[config.mk]
export PLATFORM = sky130hd
export DESIGN_NAME = tms_sched
export DESIGN_NICKNAME = d
export VERILOG_FILES = /design/src/include/tms_pkg.sv /design/src/rtl/tms_tick.sv /design/src/rtl/tms_busy.sv /design/src/rtl/tms_sched.sv
export VERILOG_INCLUDE_DIRS = /design/src /design/src/include
export SDC_FILE = /design/constraint.sdc
export NUM_CORES = 1
export LEC_CHECK = 0
export BUFFER_PORTS_ARGS = -buffer_cell sky130_fd_sc_hd__buf_2
export CORE_UTILIZATION = 63
export CTS_CLUSTER_SIZE = 30
export DETAILED_ROUTE_END_ITERATION = 12
export PLACE_DENSITY = 0.92
export SYNTH_ARGS = -nofsm -noshare
export SYNTH_HDL_FRONTEND = slang
export SYNTH_SLANG_ARGS = --single-unit
[constraint.sdc]
create_clock -name clk -period 7.8 [get_ports clk]
set_input_delay 1.56 -clock clk [delete_from_list [all_inputs] [get_ports clk]]
set_output_delay 1.56 -clock clk [all_outputs]
set_load 0.005 [all_outputs]
[src/include/tms_defines.svh]
`ifndef TMS_DEFINES_SVH
`define TMS_DEFINES_SVH
`define TMS_ADDR_CTRL 16'h28A0
`define TMS_ADDR_START 16'h28B4
`define TMS_ADDR_RES_HI 16'h2881
`define TMS_ADDR_RES_LO 16'h2882
`define TMS_PER_LSB 0
`define TMS_PER_MSB 2
`define TMS_BUSY_BIT 3
`define TMS_BAT_BIT 4
`define TMS_PWR_BIT 6
`define TMS_BSEL_BIT 7
`define TMS_START_BIT 6
`define TMS_RES_LO_LSB 5
`define TMS_PER_BASE 3
`define TMS_PER_CONT 3'h7
`define TMS_PER_OFF 3'h0
`define TMS_CLK_HZ 25000000
`define TMS_BUSY_MS 6
`define TMS_BUSY_CYC ((`TMS_CLK_HZ / 1000) * `TMS_BUSY_MS)
`define TMS_CTRL_RST 8'h00
`endif

[src/include/tms_pkg.sv]
package tms_pkg;
	typedef enum logic [1:0] {
		TMS_NORMAL,
		TMS_BROWNOUT,
		TMS_DISPLAY,
		TMS_SLEEP
	} tms_mode_t;
	typedef enum {
		TMS_IDLE,
		TMS_TEMP,
		TMS_BAT
	} tms_state_t;
endpackage

[src/rtl/tms_tick.sv]
`timescale 1ns/1ps
`default_nettype none
// One-second tick divider feeding the period scheduler
module tms_tick #(
	parameter int unsigned DIV = 25000000
) (
	input wire logic clk,
	input wire logic rst,
	output logic tick
);
	logic [31:0] cnt_reg;
	always_ff @(posedge clk or posedge rst)
		if (rst)
			cnt_reg <= 32'h0;
		else if (cnt_reg >= DIV - 1)
			cnt_reg <= 32'h0;
		else
			cnt_reg <= cnt_reg + 32'h1;
	assign tick = (cnt_reg >= DIV - 1);
endmodule // tms_tick
`default_nettype wire

[src/rtl/tms_busy.sv]
`timescale 1ns/1ps
`default_nettype none
// Write-lockout timer for the control byte
module tms_busy #(
	parameter int unsigned CYCLES = 150000
) (
	input wire logic clk,
	input wire logic rst,
	input wire logic start,
	output logic busy
);
	logic [31:0] cnt_reg;
	always_ff @(posedge clk or posedge rst)
		if (rst)
			cnt_reg <= 32'h0;
		else if (start && cnt_reg == 32'h0)
			cnt_reg <= CYCLES;
		else if (cnt_reg != 32'h0)
			cnt_reg <= cnt_reg - 32'h1;
	assign busy = (cnt_reg != 32'h0);
endmodule // tms_busy
`default_nettype wire

[src/rtl/tms_sched.sv]
`timescale 1ns/1ps
`default_nettype none
`include "tms_defines.svh"
module tms_sched
	import tms_pkg::*;
#(
	parameter int unsigned TICK_DIV = `TMS_CLK_HZ,
	parameter int unsigned BUSY_CYC = `TMS_BUSY_CYC
) (
	input wire logic clk,
	input wire logic rst,
	input wire logic [15:0] addr,
	input wire logic [7:0] wdata,
	input wire logic wr,
	input wire logic rd,
	output logic [7:0] rdata,
	input wire logic [1:0] power_mode,
	output logic meas_start,
	output logic meas_battery,
	input wire logic meas_done,
	input wire logic [10:0] meas_result,
	output logic monitored_battery_select,
	output logic sensor_supply_digital
);
	logic [2:0] temp_period_code_reg;
	logic battery_with_temp_enable_reg;
	logic sensor_power_select_reg;
	logic monitored_battery_select_reg;
	logic oneshot_measure_trigger_reg;
	logic [10:0] sensor_result_word_reg;
	logic [7:0] rdata_reg;
	logic [8:0] sec_cnt_reg;
	logic [1:0] mode_s1_reg;
	logic [1:0] mode_s2_reg;
	logic done_s1_reg;
	logic done_s2_reg;
	logic done_d_reg;
	tms_state_t state_reg;
	logic sec_tick;
	logic control_byte_write_pending;
	logic low_power;
	logic ctrl_wr;
	logic period_hit;
	logic done_rise;
	logic auto_req;
	logic one_req;

	// Expected interval in seconds minus one for codes 1-6
	// Longest interval is 512 s, so the counter needs nine bits
	function automatic logic [8:0] period_last(input logic [2:0] code);
		logic [9:0] p;
		p = 10'h1 << (`TMS_PER_BASE + code);
		return 9'(p - 10'h1);
	endfunction

	tms_tick #(.DIV(TICK_DIV)) u_tick (
		.clk(clk),
		.rst(rst),
		.tick(sec_tick)
	);

	tms_busy #(.CYCLES(BUSY_CYC)) u_busy (
		.clk(clk),
		.rst(rst),
		.start(ctrl_wr),
		.busy(control_byte_write_pending)
	);

	// Mode and done come from other domains
	always_ff @(posedge clk or posedge rst)
		if (rst)
		begin
			mode_s1_reg <= 2'h0;
			mode_s2_reg <= 2'h0;
			done_s1_reg <= 1'b0;
			done_s2_reg <= 1'b0;
			done_d_reg <= 1'b0;
		end
		else
		begin
			mode_s1_reg <= power_mode;
			mode_s2_reg <= mode_s1_reg;
			done_s1_reg <= meas_done;
			done_s2_reg <= done_s1_reg;
			done_d_reg <= done_s2_reg;
		end

	assign done_rise = done_s2_reg && !done_d_reg;
	assign low_power = (mode_s2_reg == 2'(TMS_SLEEP)) ||
		(mode_s2_reg == 2'(TMS_DISPLAY));
	assign ctrl_wr = wr && addr == `TMS_ADDR_CTRL &&
		!control_byte_write_pending;

	always_ff @(posedge clk or posedge rst)
		if (rst)
		begin
			temp_period_code_reg <= 3'h0;
			battery_with_temp_enable_reg <= 1'b0;
			sensor_power_select_reg <= 1'b0;
			monitored_battery_select_reg <= 1'b0;
		end
		else if (ctrl_wr)
		begin
			temp_period_code_reg <= wdata[`TMS_PER_MSB:`TMS_PER_LSB];
			battery_with_temp_enable_reg <= wdata[`TMS_BAT_BIT];
			sensor_power_select_reg <= wdata[`TMS_PWR_BIT];
			monitored_battery_select_reg <= wdata[`TMS_BSEL_BIT];
		end

	// Interval counter restarts on any period change
	always_ff @(posedge clk or posedge rst)
		if (rst)
			sec_cnt_reg <= 9'h0;
		else if (ctrl_wr || temp_period_code_reg == `TMS_PER_OFF ||
			temp_period_code_reg == `TMS_PER_CONT)
			sec_cnt_reg <= 9'h0;
		else if (sec_tick)
			sec_cnt_reg <= period_hit ? 9'h0 : sec_cnt_reg + 9'h1;

	assign period_hit = sec_tick &&
		sec_cnt_reg == period_last(temp_period_code_reg);
	// No power-mode term: automatic runs in all modes
	assign auto_req = temp_period_code_reg != `TMS_PER_OFF &&
		(temp_period_code_reg == `TMS_PER_CONT || period_hit);
	assign one_req = oneshot_measure_trigger_reg && !low_power &&
		temp_period_code_reg == `TMS_PER_OFF;

	always_ff @(posedge clk or posedge rst)
		if (rst)
			state_reg <= TMS_IDLE;
		else
			case (state_reg)
				TMS_IDLE:
					if (auto_req || one_req)
						state_reg <= TMS_TEMP;
				TMS_TEMP:
					if (done_rise)
						state_reg <= battery_with_temp_enable_reg ?
							TMS_BAT : TMS_IDLE;
				TMS_BAT:
					if (done_rise)
						state_reg <= TMS_IDLE;
				default:
					state_reg <= TMS_IDLE;
			endcase

	// Set from software wins over the hardware clear
	always_ff @(posedge clk or posedge rst)
		if (rst)
			oneshot_measure_trigger_reg <= 1'b0;
		else if (wr && addr == `TMS_ADDR_START && wdata[`TMS_START_BIT])
			oneshot_measure_trigger_reg <= 1'b1;
		else if (state_reg == TMS_TEMP && done_rise)
			oneshot_measure_trigger_reg <= 1'b0;
		else if (wr && addr == `TMS_ADDR_START)
			oneshot_measure_trigger_reg <= 1'b0;

	always_ff @(posedge clk or posedge rst)
		if (rst)
			sensor_result_word_reg <= 11'h0;
		else if (state_reg == TMS_TEMP && done_rise)
			sensor_result_word_reg <= meas_result;

	assign meas_start = state_reg != TMS_IDLE;
	assign meas_battery = state_reg == TMS_BAT;
	assign monitored_battery_select = monitored_battery_select_reg;
	assign sensor_supply_digital = sensor_power_select_reg &&
		!low_power;

	always_ff @(posedge clk or posedge rst)
		if (rst)
			rdata_reg <= 8'h00;
		else if (rd)
			case (addr)
				`TMS_ADDR_CTRL:
					rdata_reg <= {monitored_battery_select_reg,
						sensor_power_select_reg, 1'b0,
						battery_with_temp_enable_reg,
						control_byte_write_pending, temp_period_code_reg};
				`TMS_ADDR_START:
					rdata_reg <= {1'b0, oneshot_measure_trigger_reg, 6'h00};
				`TMS_ADDR_RES_HI:
					rdata_reg <= sensor_result_word_reg[10:3];
				`TMS_ADDR_RES_LO:
					rdata_reg <= {sensor_result_word_reg[2:0], 5'h00};
				default:
					rdata_reg <= 8'h00;
			endcase
		else
			rdata_reg <= 8'h00;
	assign rdata = rdata_reg;
endmodule // tms_sched
`default_nettype wire

==> flow_metrics.py <==
metrics = {
    "outcome": {
        "outcome": "complete, no violations",
    },
    "min_path": {
        "min_path_cells": 0,
        "min_to": "done_s2_reg$_DFF_PP0_",
        "hold_path.class": "reg -> reg",
        "hold_path_startpoint": "done_s1_reg$_DFF_PP0_",
    },
    "power": {
        "pwr-share-comb_pct": 7.5,
        "p_seq_share_pct": 60.5,
        "switchingPower_uw": 249,
        "leakagePower_nw": 2.44,
        "power_density_nw_per_um2": 171,
        "ir_worst_vdd_uv": 155,
        "internal_power_uw": 751,
        "switching_share_pct": 24.9,
        "power_frac_clock_pct": 32.0,
    },
    "grt": {
        "grt_max_degree": 57,
        "track_usage_pct": 27.3,
        "antenna_found_initial": 0,
        "grt_pass1_vias": 4174,
        "grt-ovfl-total": 0,
        "grt_pass1_wl_mm": 18.8,
    },
    "final_layout": {
        "syn_to_final_growth_pct": 10.1,
        "finalNetCount": 620,
        "fillCellCount": 535,
        "num_antenna_cells": 0,
        "fin_cells": 684,
        "drive_gt1_share_pct": 18.3,
    },
    "synth": {
        "synthesis.area_um2": 5310,
        "synth_top_area_share_pct": 50.0,
        "synth_common_cells": "106 x dfrtp_1, 59 x nor2_1, 32 x nand2_1",
        "synth_flop_cell": "dfrtp_1",
        "netlist_instances": 521,
        "synthMostInstantiatedCell": "dfrtp_1",
        "synthArstFlopShare_pct": 100,
        "syn_area_per_cell_um2": 10.2,
        "yosys.area.top_type": "dfrtp_1",
        "ys_top_cells_by_area": "dfrtp_1 50%, xnor2_1 4.5%, mux2_2 4.2%",
        "yosysUniqueCellTypes": 66,
        "yosys_register_bits": 106,
        "synth_edf_count": 0,
        "synth_seq_area_share_pct": 50.0,
        "yosys_warnings": 0,
    },
    "drt": {
        "vias": 4267,
        "drt_iter0_drc": 356,
        "drt_pass1_iterations": 5,
        "via_per_inst": 6.24,
        "wl_per_cell_um": 16.2,
        "postRouteAntennaNets": 0,
        "routed_wl_mm": 11.1,
        "drc_errors": 0,
    },
    "sta": {
        "skew_ns": 0.0105,
        "setup_viol": 0,
        "fin_tns_setup_ns": 0,
        "period_needed_ns": 3.70,
        "rsz0062_at_grt": "no",
        "tightest_slew_ns": 1.19,
        "hold_viol": 0,
        "slew_violations": 0,
        "fin_hold_ws_ns": 0.370,
        "layout_setup_ws_ns": 4.10,
        "relSlewSlack_pct": 19.9,
        "fmax_mhz": 270,
        "min_period_over_period_pct": 47.4,
    },
    "clock_network": {
        "clkLatencyLatePin_ns": 0.37,
        "cts_root_buf": "clkbuf_8",
        "clock_path_buffers": 2,
        "cts_tree": "built",
        "cts_buffers": 9,
        "cts.sinks": 106,
        "h-tree-depth": 3,
        "cts_hold_buffers": 0,
        "ctsResizeCount": 0,
        "post_cts.repair.setup_buffers": 0,
        "clk_pin_slew_ns": 0.11,
    },
    "setup_path": {
        "worstSetupPathType": "in -> reg",
        "startpoint_type": "primary input",
        "cp_top_family": "simple AND/OR/NAND/NOR gates",
        "rr_worst_depth": 8,
        "path_buf_inv": 1,
        "worstPathRequired_ns": 8.05,
        "path_cells": "buf_2, or4b_1, nor4_4, a31oi_2, a2111oi_2, nand2_1, mux2_1",
        "crit_path_max_incr_delay_ns": 0.65,
        "crit_slowest_cell": "or4b_1",
        "path_max_fanout": 8,
        "end_kind": "register",
        "reg2reg_slack_ns": 4.80,
        "timing.rr.end": "sec_cnt_reg[7]$_DFFE_PP0P_",
        "r2r_start": "u_busy.cnt_reg[0]$_DFFE_PP0P_",
        "arrival_ns": 3.95,
    },
    "die": {
        "num_io_pins": 54,
        "die_w_um": 93.8,
        "core_um2": 8180,
        "die_h_um": 93.8,
        "start_util_pct": 64.9,
        "dieArea_um2": 8800,
        "rows": 33,
    },
    "place": {
        "dp_slack_ns": 3.75,
        "place_congestion": 0.886,
        "dp_cells": 668,
        "hpwl_mm": 8.05,
        "numPortBuffers": 50,
    },
    "job": {
        "drv_cap": 0,
    },
}
metrics by stage:
step           utilization, %  instance area (um^2)  power [mW]
2_1_floorplan               -                  5330       0.663
3_3_place_gp             69.2                  5660       0.685
3_5_place_dp             69.2                  5660       0.692
4_1_cts                  71.5                  5840        1.01
5_1_grt                  71.5                  5840        1.04
6_report                 71.5                  5840        1.00
cells in the final DEF (no fill, tap or decap), types with 4 or more instances in the layout:
master,instances
nor4_1,12
xor2_1,15
conb_1,9
o221ai_1,7
nand2_1,32
and3_1,5
nand3_1,18
o21ai_0,10
nor3_1,20
nor3b_1,5
ha_1,4
nand4_1,17
a22oi_1,7
mux2_2,20
dfrtp_1,106
mux2i_1,4
or3_1,17
inv_1,17
buf_2,50
a21oi_1,13
clkbuf_8,9
xnor2_1,27
inv_6,4
nand2b_1,9
nor2_1,59
a211oi_1,4
or4_1,6
nor2b_1,9
kinds of logic (layout without fill, tap and decap cells):
group / Yosys count / in the layout / share of synthesized area, %
AND/OR/NAND/NOR: 239 / 239 / 25.0
flip-flops: 106 / 106 / 50.0
AO/OA/AOI/OAI: 68 / 68 / 9.17
XOR/XNOR: 42 / 42 / 6.93
buffers and inverters: 35 / 86 / 2.64
multiplexers: 25 / 25 / 5.21
adder cells (fa/ha/maj): 4 / 4 / 0.943
other: 2 / 9 / 0.141
power by group through the flow:
stage | registers, mW | clock network (mW) | logic (mW)
final | 0.605 | 0.320 | 0.0752
after global routing | 0.609 | 0.345 | 0.0835
after CTS | 0.605 | 0.327 | 0.0758
after detailed placement | 0.616 | 0 | 0.0755
after global placement | 0.613 | 0 | 0.0725
after floorplan | 0.609 | 0 | 0.0541
worst max-delay path by stage:
stage | startpoint | end | slack, ns | cells after the start
finish | addr[9] | u_busy.cnt_reg[31]$_DFFE_PP0P_ | 4.10 | 7
global route | addr[9] | rdata[6]$_DFF_PP0_ | 4.00 | 7
CTS | addr[9] | u_busy.cnt_reg[31]$_DFFE_PP0P_ | 4.13 | 7
detailed placement | addr[9] | u_busy.cnt_reg[31]$_DFFE_PP0P_ | 3.75 | 7
global placement | addr[9] | u_busy.cnt_reg[31]$_DFFE_PP0P_ | 3.81 | 7
floorplan | rst | battery_with_temp_enable_reg$_DFFE_PP0P_ | 3.45 | 1
routing by layer:
layer | global-route usage [%] | share of wire (%) | up-vias
met5 | 0 | 0 | -
met4 | 12.8 | 2.6 | 0
met3 | 7.28 | 6.8 | 35
met2 | 44.1 | 50 | 178
met1 | 34.2 | 41 | 2084
li1 | - | - | 1970
layout make-up:
| type | count | area, um^2 | share of cell area, % |
|---|---|---|---|
| multi-input cells | 387 | 2540 | 43.5 |
| clock buffers | 10 | 128 | 2.18 |
| repair buffers | 52 | 265 | 4.54 |
| well taps | 105 | 131 | 2.25 |
| clock inverters | 6 | 55.1 | 0.942 |
| flip-flops and latches | 106 | 2650 | 45.4 |
| inverters | 18 | 70.1 | 1.20 |
(Power assumes the default switching activity.)
